<file path="src/osc_pkg.sv">
package osc_pkg;
	// Register byte addresses
	localparam logic [31:0] USB_PLL_LOCK_STATUS_ADDR         = 32'h4004_8014;
	localparam logic [31:0] SYSTEM_OSCILLATOR_CONTROL_ADDR   = 32'h4004_8020;
	localparam logic [31:0] WATCHDOG_OSCILLATOR_CONTROL_ADDR = 32'h4004_8024;

	// Reset values
	localparam logic [31:0] USB_PLL_LOCK_STATUS_RST         = 32'h0000_0000;
	localparam logic [1:0]  SYSTEM_OSCILLATOR_CONTROL_RST   = 2'h0;
	localparam logic [8:0]  WATCHDOG_OSCILLATOR_CONTROL_RST = 9'h000;

	// Field layout
	localparam int LOCK_BIT     = 0;
	localparam int BYPASS_BIT   = 0;
	localparam int RANGE_BIT    = 1;
	localparam int SYSOSC_W     = 2;
	localparam int DIV_LSB      = 0;
	localparam int DIV_W        = 5;
	localparam int FREQ_LSB     = 5;
	localparam int FREQ_W       = 4;
	localparam int WDTOSC_W     = 9;
	localparam int BYTE_W       = 8;
	localparam int STRB_W       = 4;

	// AXI response codes
	localparam logic [1:0] RESP_OKAY   = 2'h0;
	localparam logic [1:0] RESP_SLVERR = 2'h2;
endpackage : osc_pkg

</file>
<file path="src/slow_clk_div.sv">
`timescale 1ns/100ps
`default_nettype none
module slow_clk_div
	import osc_pkg::*;
(
	input  wire logic             clk_i,
	input  wire logic             rst_b_i,
	input  wire logic             tick_i,
	input  wire logic [DIV_W-1:0] div_i,
	output logic                  slow_clk_o
);
	logic [DIV_W-1:0] cnt_ff;
	logic             out_ff;
	logic             last_tick;

	assign slow_clk_o = out_ff;
	// A shrinking divider setting must not leave the count stranded above it
	assign last_tick  = (cnt_ff >= div_i);

	always_ff @(posedge clk_i or negedge rst_b_i) begin
		if (!rst_b_i) begin
			cnt_ff <= '0;
		end else if (tick_i) begin
			cnt_ff <= last_tick ? '0 : cnt_ff + 1'b1;
		end
	end

	always_ff @(posedge clk_i or negedge rst_b_i) begin
		if (!rst_b_i) begin
			out_ff <= 1'b0;
		end else if (tick_i && last_tick) begin
			out_ff <= ~out_ff;
		end
	end

	property p_toggle_on_wrap;
		@(posedge clk_i) disable iff (!rst_b_i)
		tick_i && last_tick |=> out_ff != $past(out_ff) && cnt_ff == '0;
	endproperty
	a_toggle_on_wrap: assert property (p_toggle_on_wrap) else $error("divider missed toggle");

	property p_toggle_only_on_tick;
		@(posedge clk_i) disable iff (!rst_b_i)
		$changed(out_ff) |-> $past(tick_i) && $past(last_tick);
	endproperty
	a_toggle_only_on_tick: assert property (p_toggle_only_on_tick) else $error("divider toggled early");

	c_full_ratio: cover property (@(posedge clk_i) disable iff (!rst_b_i) tick_i && div_i == 5'h1f && last_tick);
endmodule : slow_clk_div
`default_nettype wire

</file>
<file path="src/osc_config_and_pll_status.sv">
`timescale 1ns/100ps
`default_nettype none
module osc_config_and_pll_status
	import osc_pkg::*;
(
	input  wire logic              clk_i,
	input  wire logic              rst_b_i,
	// AXI4-Lite slave
	input  wire logic [31:0]       s_axi_awaddr,
	input  wire logic              s_axi_awvalid,
	output logic                   s_axi_awready,
	input  wire logic [31:0]       s_axi_wdata,
	input  wire logic [STRB_W-1:0] s_axi_wstrb,
	input  wire logic              s_axi_wvalid,
	output logic                   s_axi_wready,
	output logic [1:0]             s_axi_bresp,
	output logic                   s_axi_bvalid,
	input  wire logic              s_axi_bready,
	input  wire logic [31:0]       s_axi_araddr,
	input  wire logic              s_axi_arvalid,
	output logic                   s_axi_arready,
	output logic [31:0]            s_axi_rdata,
	output logic [1:0]             s_axi_rresp,
	output logic                   s_axi_rvalid,
	input  wire logic              s_axi_rready,
	// Analog side
	input  wire logic              usb_pll_locked_i,
	input  wire logic              crystal_in_pin_i,
	input  wire logic              osc_out_clk_i,
	input  wire logic              wdt_ana_clk_i,
	output logic                   pll_in_clk_o,
	output logic                   osc_bypass_o,
	output logic                   osc_range_select_o,
	output logic [FREQ_W-1:0]      slow_osc_freq_code_o,
	output logic                   slow_clk_o
);
	logic [31:0]         wr_addr_ff;
	logic [31:0]         wr_data_ff;
	logic [STRB_W-1:0]   wr_strb_ff;
	logic                aw_held_ff;
	logic                w_held_ff;
	logic                bvalid_ff;
	logic [1:0]          bresp_ff;
	logic                rvalid_ff;
	logic [1:0]          rresp_ff;
	logic [31:0]         rdata_ff;
	logic [SYSOSC_W-1:0] sysosc_ff;
	logic [WDTOSC_W-1:0] wdtosc_ff;
	logic                lock_s1_ff;
	logic                lock_ff;
	logic                ana_s1_ff;
	logic                ana_s2_ff;
	logic                ana_s3_ff;
	logic                ana_tick;
	logic                do_write;
	logic                wr_sysosc;
	logic                wr_wdtosc;
	logic [31:0]         nxt_rdata;
	logic [1:0]          nxt_rresp;

	// Address and data are taken independently, one write in flight
	assign s_axi_awready = !aw_held_ff && !bvalid_ff;
	assign s_axi_wready  = !w_held_ff && !bvalid_ff;
	assign s_axi_bvalid  = bvalid_ff;
	assign s_axi_bresp   = bresp_ff;
	assign s_axi_arready = !rvalid_ff;
	assign s_axi_rvalid  = rvalid_ff;
	assign s_axi_rresp   = rresp_ff;
	assign s_axi_rdata   = rdata_ff;

	assign do_write  = aw_held_ff && w_held_ff && !bvalid_ff;
	assign wr_sysosc = do_write && wr_addr_ff == SYSTEM_OSCILLATOR_CONTROL_ADDR;
	assign wr_wdtosc = do_write && wr_addr_ff == WATCHDOG_OSCILLATOR_CONTROL_ADDR;

	// Write address capture
	always_ff @(posedge clk_i or negedge rst_b_i) begin
		if (!rst_b_i) begin
			aw_held_ff <= 1'b0;
			wr_addr_ff <= '0;
		end else if (s_axi_awvalid && s_axi_awready) begin
			aw_held_ff <= 1'b1;
			wr_addr_ff <= s_axi_awaddr;
		end else if (do_write) begin
			aw_held_ff <= 1'b0;
		end
	end

	// Write data capture
	always_ff @(posedge clk_i or negedge rst_b_i) begin
		if (!rst_b_i) begin
			w_held_ff  <= 1'b0;
			wr_data_ff <= '0;
			wr_strb_ff <= '0;
		end else if (s_axi_wvalid && s_axi_wready) begin
			w_held_ff  <= 1'b1;
			wr_data_ff <= s_axi_wdata;
			wr_strb_ff <= s_axi_wstrb;
		end else if (do_write) begin
			w_held_ff <= 1'b0;
		end
	end

	// Write response; the read-only status word accepts and ignores writes
	always_ff @(posedge clk_i or negedge rst_b_i) begin
		if (!rst_b_i) begin
			bvalid_ff <= 1'b0;
			bresp_ff  <= RESP_OKAY;
		end else if (do_write) begin
			bvalid_ff <= 1'b1;
			bresp_ff  <= (wr_sysosc || wr_wdtosc || wr_addr_ff == USB_PLL_LOCK_STATUS_ADDR) ? RESP_OKAY : RESP_SLVERR;
		end else if (s_axi_bready) begin
			bvalid_ff <= 1'b0;
		end
	end

	always_ff @(posedge clk_i or negedge rst_b_i) begin
		if (!rst_b_i) begin
			sysosc_ff <= SYSTEM_OSCILLATOR_CONTROL_RST;
		end else if (wr_sysosc && wr_strb_ff[0]) begin
			sysosc_ff <= wr_data_ff[SYSOSC_W-1:0];
		end
	end

	// Watchdog control; the code straddles lanes 0 and 1
	always_ff @(posedge clk_i or negedge rst_b_i) begin
		if (!rst_b_i) begin
			wdtosc_ff <= WATCHDOG_OSCILLATOR_CONTROL_RST;
		end else if (wr_wdtosc) begin
			if (wr_strb_ff[0]) begin
				wdtosc_ff[BYTE_W-1:0] <= wr_data_ff[BYTE_W-1:0];
			end
			if (wr_strb_ff[1]) begin
				wdtosc_ff[WDTOSC_W-1:BYTE_W] <= wr_data_ff[WDTOSC_W-1:BYTE_W];
			end
		end
	end

	// Read mux; unused upper bits read zero
	always_comb begin
		nxt_rdata = '0;
		nxt_rresp = RESP_OKAY;
		unique case (s_axi_araddr)
			USB_PLL_LOCK_STATUS_ADDR: begin
				nxt_rdata = USB_PLL_LOCK_STATUS_RST;
				nxt_rdata[LOCK_BIT] = lock_ff;
			end
			SYSTEM_OSCILLATOR_CONTROL_ADDR: begin
				nxt_rdata[SYSOSC_W-1:0] = sysosc_ff;
			end
			WATCHDOG_OSCILLATOR_CONTROL_ADDR: begin
				nxt_rdata[WDTOSC_W-1:0] = wdtosc_ff;
			end
			default: begin
				nxt_rresp = RESP_SLVERR;
			end
		endcase
	end

	// Read response, one cycle after the address
	always_ff @(posedge clk_i or negedge rst_b_i) begin
		if (!rst_b_i) begin
			rvalid_ff <= 1'b0;
			rresp_ff  <= RESP_OKAY;
			rdata_ff  <= '0;
		end else if (s_axi_arvalid && s_axi_arready) begin
			rvalid_ff <= 1'b1;
			rresp_ff  <= nxt_rresp;
			rdata_ff  <= nxt_rdata;
		end else if (s_axi_rready) begin
			rvalid_ff <= 1'b0;
		end
	end

	always_ff @(posedge clk_i or negedge rst_b_i) begin
		if (!rst_b_i) begin
			lock_s1_ff <= 1'b0;
			lock_ff    <= 1'b0;
		end else begin
			lock_s1_ff <= usb_pll_locked_i;
			lock_ff    <= lock_s1_ff;
		end
	end

	// Analog clock sampled into a tick; far below clk so no edge is lost
	always_ff @(posedge clk_i or negedge rst_b_i) begin
		if (!rst_b_i) begin
			ana_s1_ff <= 1'b0;
			ana_s2_ff <= 1'b0;
			ana_s3_ff <= 1'b0;
		end else begin
			ana_s1_ff <= wdt_ana_clk_i;
			ana_s2_ff <= ana_s1_ff;
			ana_s3_ff <= ana_s2_ff;
		end
	end
	assign ana_tick = ana_s2_ff && !ana_s3_ff;

	// Clock mux; a glitch on switch is the user's to avoid
	assign pll_in_clk_o         = sysosc_ff[BYPASS_BIT] ? crystal_in_pin_i : osc_out_clk_i;
	assign osc_bypass_o         = sysosc_ff[BYPASS_BIT];
	assign osc_range_select_o   = sysosc_ff[RANGE_BIT];
	assign slow_osc_freq_code_o = wdtosc_ff[FREQ_LSB +: FREQ_W];

	slow_clk_div u_div (
		.clk_i      (clk_i),
		.rst_b_i    (rst_b_i),
		.tick_i     (ana_tick),
		.div_i      (wdtosc_ff[DIV_LSB +: DIV_W]),
		.slow_clk_o (slow_clk_o)
	);

	property p_lock_read;
		@(posedge clk_i) disable iff (!rst_b_i)
		s_axi_arvalid && s_axi_arready && s_axi_araddr == USB_PLL_LOCK_STATUS_ADDR
			|=> s_axi_rvalid && s_axi_rdata[LOCK_BIT] == $past(lock_ff) && s_axi_rdata[31:1] == '0;
	endproperty
	a_lock_read: assert property (p_lock_read) else $error("lock bit misread");

	property p_bypass_mux;
		@(posedge clk_i) disable iff (!rst_b_i)
		pll_in_clk_o == (osc_bypass_o ? crystal_in_pin_i : osc_out_clk_i);
	endproperty
	a_bypass_mux: assert property (p_bypass_mux) else $error("wrong pll input source");

	property p_range_write;
		@(posedge clk_i) disable iff (!rst_b_i)
		$rose(s_axi_bvalid) && wr_addr_ff == SYSTEM_OSCILLATOR_CONTROL_ADDR && wr_strb_ff[0]
			|-> osc_range_select_o == wr_data_ff[RANGE_BIT] && osc_bypass_o == wr_data_ff[BYPASS_BIT];
	endproperty
	a_range_write: assert property (p_range_write) else $error("range not updated");

	property p_freq_write;
		@(posedge clk_i) disable iff (!rst_b_i)
		$rose(s_axi_bvalid) && wr_addr_ff == WATCHDOG_OSCILLATOR_CONTROL_ADDR && wr_strb_ff[1:0] == 2'h3
			|-> slow_osc_freq_code_o == wr_data_ff[FREQ_LSB +: FREQ_W];
	endproperty
	a_freq_write: assert property (p_freq_write) else $error("frequency code not updated");

	property p_write_resp;
		@(posedge clk_i) disable iff (!rst_b_i)
		s_axi_bvalid && !s_axi_bready |=> s_axi_bvalid && $stable(s_axi_bresp);
	endproperty
	a_write_resp: assert property (p_write_resp) else $error("write response dropped"); // Bus response hold

	c_bypass_on: cover property (@(posedge clk_i) disable iff (!rst_b_i) $rose(osc_bypass_o));
	c_lock_read: cover property (@(posedge clk_i) disable iff (!rst_b_i) s_axi_rvalid && s_axi_rdata[LOCK_BIT]);
	c_unmapped:  cover property (@(posedge clk_i) disable iff (!rst_b_i) s_axi_bvalid && s_axi_bresp == RESP_SLVERR);
endmodule : osc_config_and_pll_status
`default_nettype wire

</file>
<file path="config.mk">
export PLATFORM = sky130hd
export DESIGN_NAME = osc_config_and_pll_status
export DESIGN_NICKNAME = d
export VERILOG_FILES = /design/src/osc_pkg.sv /design/src/slow_clk_div.sv /design/src/osc_config_and_pll_status.sv
export SDC_FILE = /design/constraint.sdc
export NUM_CORES = 1
export LEC_CHECK = 0
export CAP_MARGIN = 20
export CORE_MARGIN = 2
export CORE_UTILIZATION = 50
export CTS_BUF_LIST = sky130_fd_sc_hd__clkbuf_4 sky130_fd_sc_hd__clkbuf_8
export DETAILED_ROUTE_END_ITERATION = 16
export DONT_BUFFER_PORTS = 1
export SYNTH_ARGS = -nofsm -noshare
export SYNTH_HDL_FRONTEND = slang
export SYNTH_SLANG_ARGS = --single-unit
</file>
<file path="constraint.sdc">
create_clock -name clk_i -period 3 [get_ports clk_i]
set_clock_uncertainty 0.2 [all_clocks]
set_input_delay 0.3 -clock clk_i [delete_from_list [all_inputs] [get_ports clk_i]]
set_output_delay 0.3 -clock clk_i [all_outputs]
set_load 0.01 [all_outputs]
</file>
==> results of run 1 <==
## kinds of logic (layout without fill, tap and decap cells)
logic type / count (synthesis) / in the layout
flops: 80 / 80
simple gates: 63 / 63
mux: 57 / 57
buf+inv: 40 / 78
compound gates: 28 / 28
fa+ha+maj: 6 / 6
other cells: 1 / 25
xor+xnor: 1 / 1
## report_power, final
group          switching (W)  leakage (nW)  total [W]  internal (W)
clock               0.000358         0.102   0.000765      0.000408
sequential          0.000220         0.992    0.00163       0.00141
combinational       0.000269         0.798   0.000695      0.000426
## per-layer routing
| metal | vias up | track usage, % |
|---|---|---|
| met4 | 0 | 7.02 |
| li1 | 1065 | - |
| met5 | - | 0 |
| met2 | 98 | 33.6 |
| met1 | 1105 | 22.4 |
| met3 | 6 | 6.16 |
## synth_stat cells, types with 2 or more instances
cell	instances
nor4_1	10
a21oi_1	6
buf_4	25
mux2_2	57
nand2b_1	2
dfrtp_1	80
buf_2	3
nor4b_1	4
ha_1	6
and3b_1	2
a22o_1	9
o21ai_0	7
nand3b_1	2
nand2_1	12
nor3b_1	3
clkbuf_1	3
inv_1	9
nand4b_1	2
nand4_1	4
nor3_1	4
nor2b_1	2
nor2_1	7
nand3_1	3
## flip-flops by register name (all words and copies together) (netlist names), 2 cells and up
register,flops
wr_addr_ff,32
s_axi_rdata,9
wdtosc_ff,9
wr_data_ff,9
u_div.cnt_ff,5
sysosc_ff,2
wr_strb_ff,2
## stage by stage
stage | power, W | util, % | hold slack (ns) | cell area [sq um]
detailed placement | 0.00227 | 52.7 | -0.192 | 3600
floorplan | 0.00215 | - | -0.196 | 3660
finish | 0.00309 | 63.0 | 0.0740 | 4310
global placement | 0.00224 | 52.7 | -0.193 | 3600
global route | 0.00330 | 63.0 | 0.0751 | 4310
CTS | 0.00313 | 63.0 | 0.0522 | 4310
## placed cells by master (no fill, tap or decap), types with 7 or more instances in the layout
| cell | netlist | final |
|---|---|---|
| a22o_1 | 9 | 9 |
| clkbuf_8 | 0 | 10 |
| conb_1 | 1 | 25 |
| dfrtp_1 | 80 | 80 |
| dlygate4sd3_1 | 0 | 49 |
| inv_1 | 9 | 9 |
| mux2_2 | 57 | 57 |
| nand2_1 | 12 | 12 |
| nor2_1 | 7 | 7 |
| nor4_1 | 10 | 10 |
| o21ai_0 | 7 | 7 |
## worst paths after layout
kind	startpoint	endpoint
setup / recovery	wr_addr_ff[17]$_DFFE_PN0P_	wdtosc_ff[0]$_DFFE_PN0P_
hold / removal	s_axi_araddr[4]	s_axi_rdata[1]$_DFFE_PN0P_
setup reg to reg	wr_addr_ff[17]$_DFFE_PN0P_	wdtosc_ff[0]$_DFFE_PN0P_
hold reg to reg	lock_s1_ff$_DFF_PN0_	lock_ff$_DFF_PN0_
max in group asynchronous	rst_b_i	s_axi_rdata[7]$_DFFE_PN0P_
min in group asynchronous	rst_b_i	u_div.cnt_ff[4]$_DFFE_PN0P_
## cell type report
cell class	count	area [sq um]
Multi-Input combinational cell	180	1410
Fill cell	546	2520
Clock inverter	4	45.0
Tap cell	96	120
Timing Repair Buffer	54	548
Sequential cell	80	2000
Inverter	9	33.8
Clock buffer	11	145
## timing repair
| action | in CTS | in global routing |
|---|---|---|
| gates resized for setup | 0 | 0 |
| hold buffers | 50 | 0 |
| hold endpoints to repair | 128 | 0 |
==> out/qor.log, run 1 <==
qor: global_route.grt_overflow 0
qor: setup_path.crit_path_max_fanout 5
qor: timing.timing.final.ws_setup 0.572 ns
qor: setup_path.critical_path_required 3.03 ns
qor: setup_path.crit_type reg -> reg
qor: final_layout.final_cell_count_no_fill 434
qor: logic_synthesis.combinational_family_with_the_most_area_after_synthesis multiplexers
qor: logic_synthesis.synth_edf_count 0
qor: min_path.timing.hold.worst_path_depth 2
qor: floorplanning.fp.coreArea 0.00683 sq mm
qor: setup_path.timing.critical_path.to_type flip-flop
qor: logic_synthesis.synth-compound-area-share 5.44%
qor: logic_synthesis.synth_cell_types 37
qor: timing.timing.final.crit_period 2.43 ns
qor: logic_synthesis.netlist.top_cell.by_area dfrtp_1
qor: placed_design.buffer_ports.inserted 0
qor: setup_path.critical_path.slowest_cell nor4_4
qor: logic_synthesis.ys_warn_count 0
qor: run.drv_cap 0
qor: global_route.grt_first_pass_wirelength 11300 um
qor: floorplanning.start_util 52.2%
qor: global_route.grt_max_degree 81
qor: floorplanning.die_area 0.00783 sq mm
qor: logic_synthesis.synthMuxAreaShare 18.0%
qor: route.post_drt_wl_per_cell 16.0 um
qor: final_layout.diodes 0
qor: floorplanning.core.rowCount 30
qor: route.route.detailed.vias_per_inst 5.24
qor: logic_synthesis.syn_area 0.00357 sq mm
qor: floorplanning.boundaryPins 160
qor: route.m1WireLength 2760 um
qor: clock_network.cts_sinks 80
qor: timing.fmax 412 MHz
qor: timing.layout_worst_path_cycle_share 80.9%
qor: clock_network.clkTransAtPathRegs 0.07 ns
qor: clock_network.cts_bufs_inserted 9
qor: setup_path.cp_top_family simple AND/OR/NAND/NOR gates
qor: route.vias 2274
qor: timing.normalized_max_slew_margin 61.9%
qor: logic_synthesis.synth_largest_type_area_fraction 56.1%
qor: route.postRouteWirelength 6940 um
qor: timing.final-hold-violation-count 0
qor: logic_synthesis.synth_xor_area_share 0.246%
qor: setup_path.path_depth 5
qor: clock_network.clock_tree_from_tritoncts built
qor: logic_synthesis.ys_seq_area_share 56.1%
qor: placed_design.placed_cells 369
qor: power.ir_drop 0.000601 V
qor: clock_network.max-clock-path-buffers 2
qor: clock_network.worst_skew_pair.late_latency 0.34 ns
qor: logic_synthesis.yosys-top-cells-area dfrtp_1 (56%), mux2_2 (18%), buf_4 (5.3%)
qor: global_route.antenna_found_initial 0
qor: final_layout.fraction_of_final_layout_cells_with_drive_strength_greater_than_1 24.0%
qor: setup_path.critical_path_buf_inv_count 1
qor: route.route.met3.wl 496 um
qor: logic_synthesis.avgSynthCellArea 12.9 sq um
qor: floorplanning.die_w 88.5 um
qor: timing.report.final.setup_viol 0
qor: timing.drv_slew 0
qor: clock_network.cts_root_buf clkbuf_8
qor: setup_path.critical-path-max-stage-delay 0.47 ns
qor: power.power_density 718 mW/mm^2
qor: clock_network.post_cts_buffers 0
qor: setup_path.type_of_element_launching_the_critical_path flip-flop
qor: global_route.grt_use_total 19.3%
qor: floorplanning.die_y 88.5 um
qor: placed_design.dp_slack 0.525 ns
qor: setup_path.worst_r2r_path_depth 5
qor: timing.timing.setup.tns 0 ns
qor: clock_network.clock_tree.htree_level_count 3
qor: logic_synthesis.async_flop_share 100%
qor: route.dr.pass1.iters 4
qor: logic_synthesis.synth_top_flop_cell dfrtp_1
qor: min_path.worst_hold_path_type in -> reg
qor: timing.grt_setup_unrepaired false
qor: final_layout.area_added_between_synthesis_and_finish 20.7%
qor: setup_path.r2r_setup_slack 0.57 ns
qor: route.top_layer_used met4
qor: global_route.first_global_vias 2375
qor: route.drt_iter0_markers 68
qor: logic_synthesis.synth-simple-area-share 11.0%
qor: logic_synthesis.synth.ff_latch_count 80
qor: logic_synthesis.synth_adder_area_share 2.10%
qor: placed_design.gp_routability_congestion 0.790
qor: placed_design.dp_hpwl 4780 um
qor: outcome.run_status completed
qor: setup_path.cp.arrival 2.45 ns
qor: timing.worst_slew_pin_slew 0.566 ns
qor: final_layout.finalNetCount 451
qor: logic_synthesis.synthCells 276
qor: power.power_leakage 1.89 nW
qor: setup_path.crit_path_cell_trace nor4_1 -> nand4_1 -> nor4_4 -> buf_4 -> mux2_2
qor: route.post-route-drc-count 0
qor: route.wl_met2 3630 um
qor: route.antenna_violating_nets_post_route 0
No activity file was read; power rests on OpenSTA's default activity.
==> run 2: changes to the inputs <==
==> constraint.sdc (replaced) <==
create_clock -name clk_i -period 2.3 [get_ports clk_i]
set_clock_uncertainty 0.2 [all_clocks]
set_input_delay 0.23 -clock clk_i [delete_from_list [all_inputs] [get_ports clk_i]]
set_output_delay 0.23 -clock clk_i [all_outputs]
set_load 0.01 [all_outputs]
==> run 2 against run 1 <==
  * Non-clock buffer count up 6
  * Largest power group unchanged
  * Sequential share of layout area down 0.70 points
  * Clock-buffer cell count unchanged
  * Critical endpoint is now wdtosc_ff[1]$_DFFE_PN0P_
==> out/qor.log, run 2 (synthesized netlist as in run 1, its figures left out) <==
qor: placed_design.buffer_ports.inserted 0 [unchanged]
qor: final_layout.largest_register_ff_count 32 [unchanged]
qor: power.power_leakage 1.92 nW [+1.4%]
qor: power.power_density 925 mW/mm^2 [+29%]
qor: final_layout.layout.cells.most_common dfrtp_1
qor: floorplanning.boundaryPins 160 [unchanged]
qor: clock_network.cts_sinks 80 [unchanged]
qor: power.ir_drop 0.000653 V [+8.6%]
qor: placed_design.dp_slack 0.0201 ns [-0.505 ns]
qor: final_layout.fraction_of_final_layout_cells_with_drive_strength_greater_than_1 24.5% [+0.53 points]
qor: run.drv_cap 0 [unchanged]
qor: global_route.first_global_vias 2378 [+0.13%]
qor: global_route.grt_max_degree 81 [unchanged]
qor: final_layout.finalCoreUtilization 64.0% [+0.97 points]
qor: setup_path.crit_path_max_fanout 5 [unchanged]
qor: timing.report.final.setup_viol 0 [unchanged]
qor: clock_network.worst_skew_pair.late_latency 0.33 ns [about the same]
qor: final_layout.area_added_between_synthesis_and_finish 22.6%
qor: route.dr.pass1.iters 3 [-1]
qor: floorplanning.die_y 88.5 um [unchanged]
qor: clock_network.cts_root_buf clkbuf_8
qor: clock_network.post_cts_resize_count 0 [unchanged]
qor: timing.timing.final.ws_setup 0.165 ns [-0.407 ns]
qor: timing.layout_worst_path_cycle_share 92.8% [+12 points]
qor: min_path.worst_hold_path_type in -> reg
qor: setup_path.cp.arrival 2.15 ns [-0.30 ns]
qor: route.post_drt_wl_per_cell 15.2 um [-4.9%]
qor: placed_design.dp_hpwl 4780 um [about the same]
qor: final_layout.mostFrequentLayoutCells dfrtp_1 (80), mux2_2 (57), dlygate4sd3_1 (51)
qor: global_route.grt_first_pass_wirelength 10900 um [-3.7%]
qor: clock_network.clkTransAtPathRegs 0.07 ns [about the same]
qor: final_layout.diodes 0 [unchanged]
qor: setup_path.critical_path_required 2.32 ns [-0.71 ns]
qor: route.postRouteWirelength 6680 um [-3.8%]
qor: final_layout.finalNetCount 457 [+1.3%]
qor: timing.grt_setup_unrepaired false
qor: timing.fmax 468 MHz [+14%]
qor: floorplanning.die_area 0.00783 sq mm [unchanged]
qor: final_layout.final_cell_count_no_fill 439 [+1.2%]
qor: clock_network.cts_bufs_inserted 9 [unchanged]
qor: route.vias 2287 [+0.57%]
qor: clock_network.max-clock-path-buffers 2 [unchanged]
qor: placed_design.placed_cells 372 [+0.81%]
qor: setup_path.type_of_element_launching_the_critical_path flip-flop
qor: clock_network.clock_tree.htree_level_count 3 [unchanged]
qor: floorplanning.fp.coreArea 0.00683 sq mm [unchanged]
qor: setup_path.crit_type reg -> reg
qor: route.post-route-drc-count 0 [unchanged]
qor: final_layout.largest-register wr_addr_ff
qor: setup_path.timing.critical_path.to_type flip-flop
qor: route.antenna_violating_nets_post_route 0 [unchanged]
qor: power.fin_total_pwr 0.00405 W [+31%]
qor: route.drt_iter0_markers 38 [-44%]
qor: global_route.grt_use_total 18.4% [-0.90 points]
qor: floorplanning.core.rowCount 30 [unchanged]
qor: global_route.antenna_found_initial 0 [unchanged]
qor: floorplanning.die_w 88.5 um [unchanged]
qor: placed_design.gp_routability_congestion 0.809 [+2.5%]
qor: global_route.grt_overflow 0 [unchanged]
qor: timing.drv_slew 0 [unchanged]
qor: timing.timing.setup.tns 0 ns [unchanged]
qor: timing.final-hold-violation-count 0 [unchanged]
qor: clock_network.clock_tree_from_tritoncts built
qor: timing.timing.final.crit_period 2.13 ns [-0.293 ns]
qor: route.route.detailed.vias_per_inst 5.21 [-0.57%]
qor: outcome.run_status completed
qor: final_layout.final.fill_count 546 [unchanged]
qor: floorplanning.start_util 52.2% [unchanged]
-- run 2: through the flow --
step / hold slack (ns) / cell area, sq um
floorplan: -0.266 / 3660
global placement: -0.263 / 3630
detailed placement: -0.263 / 3630
CTS: -0.637 / 4330
global route: 0.0834 / 4370
finish: 0.0648 / 4370
-- run 2: final timing paths --
| check | from | endpoint | slack, ns | cells after the start |
|---|---|---|---|---|
| worst max-delay path | wr_addr_ff[17]$_DFFE_PN0P_ | wdtosc_ff[1]$_DFFE_PN0P_ | 0.17 | 6 |
| worst min-delay path | s_axi_araddr[6] | s_axi_rresp[1]$_DFFE_PN0P_ | 0.06 | 4 |
| worst max register to register | wr_addr_ff[17]$_DFFE_PN0P_ | wdtosc_ff[1]$_DFFE_PN0P_ | 0.17 | 6 |
| worst min register to register | lock_s1_ff$_DFF_PN0_ | lock_ff$_DFF_PN0_ | 0.15 | 0 |
| max in group asynchronous | rst_b_i | wdtosc_ff[6]$_DFFE_PN0P_ | 1.33 | 2 |
| min in group asynchronous | rst_b_i | u_div.cnt_ff[3]$_DFFE_PN0P_ | 0.25 | 2 |
-- run 2: cell type report --
| type | instances | area [sq um] | share of cell area [%] |
|---|---|---|---|
| clock inverter | 3 | 42.5 | 0.973 |
| timing repair buffer | 60 | 611 | 14.0 |
| clock buffer | 11 | 151 | 3.46 |
| inverter | 9 | 33.8 | 0.773 |
| sequential | 80 | 2000 | 45.8 |
| multi-input combinational | 180 | 1410 | 32.3 |
| tap | 96 | 120 | 2.75 |
-- run 2: critical path, stage by stage (launching register included) --
cell	delay (ns)
dfrtp_1	0.38
nor4_1	0.39
nand4_1	0.14
buf_4	0.17
nor4_4	0.22
buf_4	0.19
mux2_2	0.33
-- run 2: where the power goes --
part / internal (W) / leakage [nW] / total (W) / switching, W
Clock: 0.000547 / 0.0973 / 0.000998 / 0.000451
Sequential: 0.00184 / 0.992 / 0.00209 / 0.000253
Combinational: 0.000582 / 0.830 / 0.000954 / 0.000372
-- run 2: routing by layer --
layer	up-vias	share of wire, %	track usage (%)
li1	1072	-	-
met1	1112	40	21.3
met2	94	53	32.3
met3	9	6.1	5.32
met4	0	1.2	7.16
met5	-	0	0
-- run 2: timing repair --
item / in CTS / in global routing
buffers inserted: 0 / 1
hold buffers: 50 / 2
hold endpoints to repair: 129 / 80
setup endpoints to repair: 0 / 11
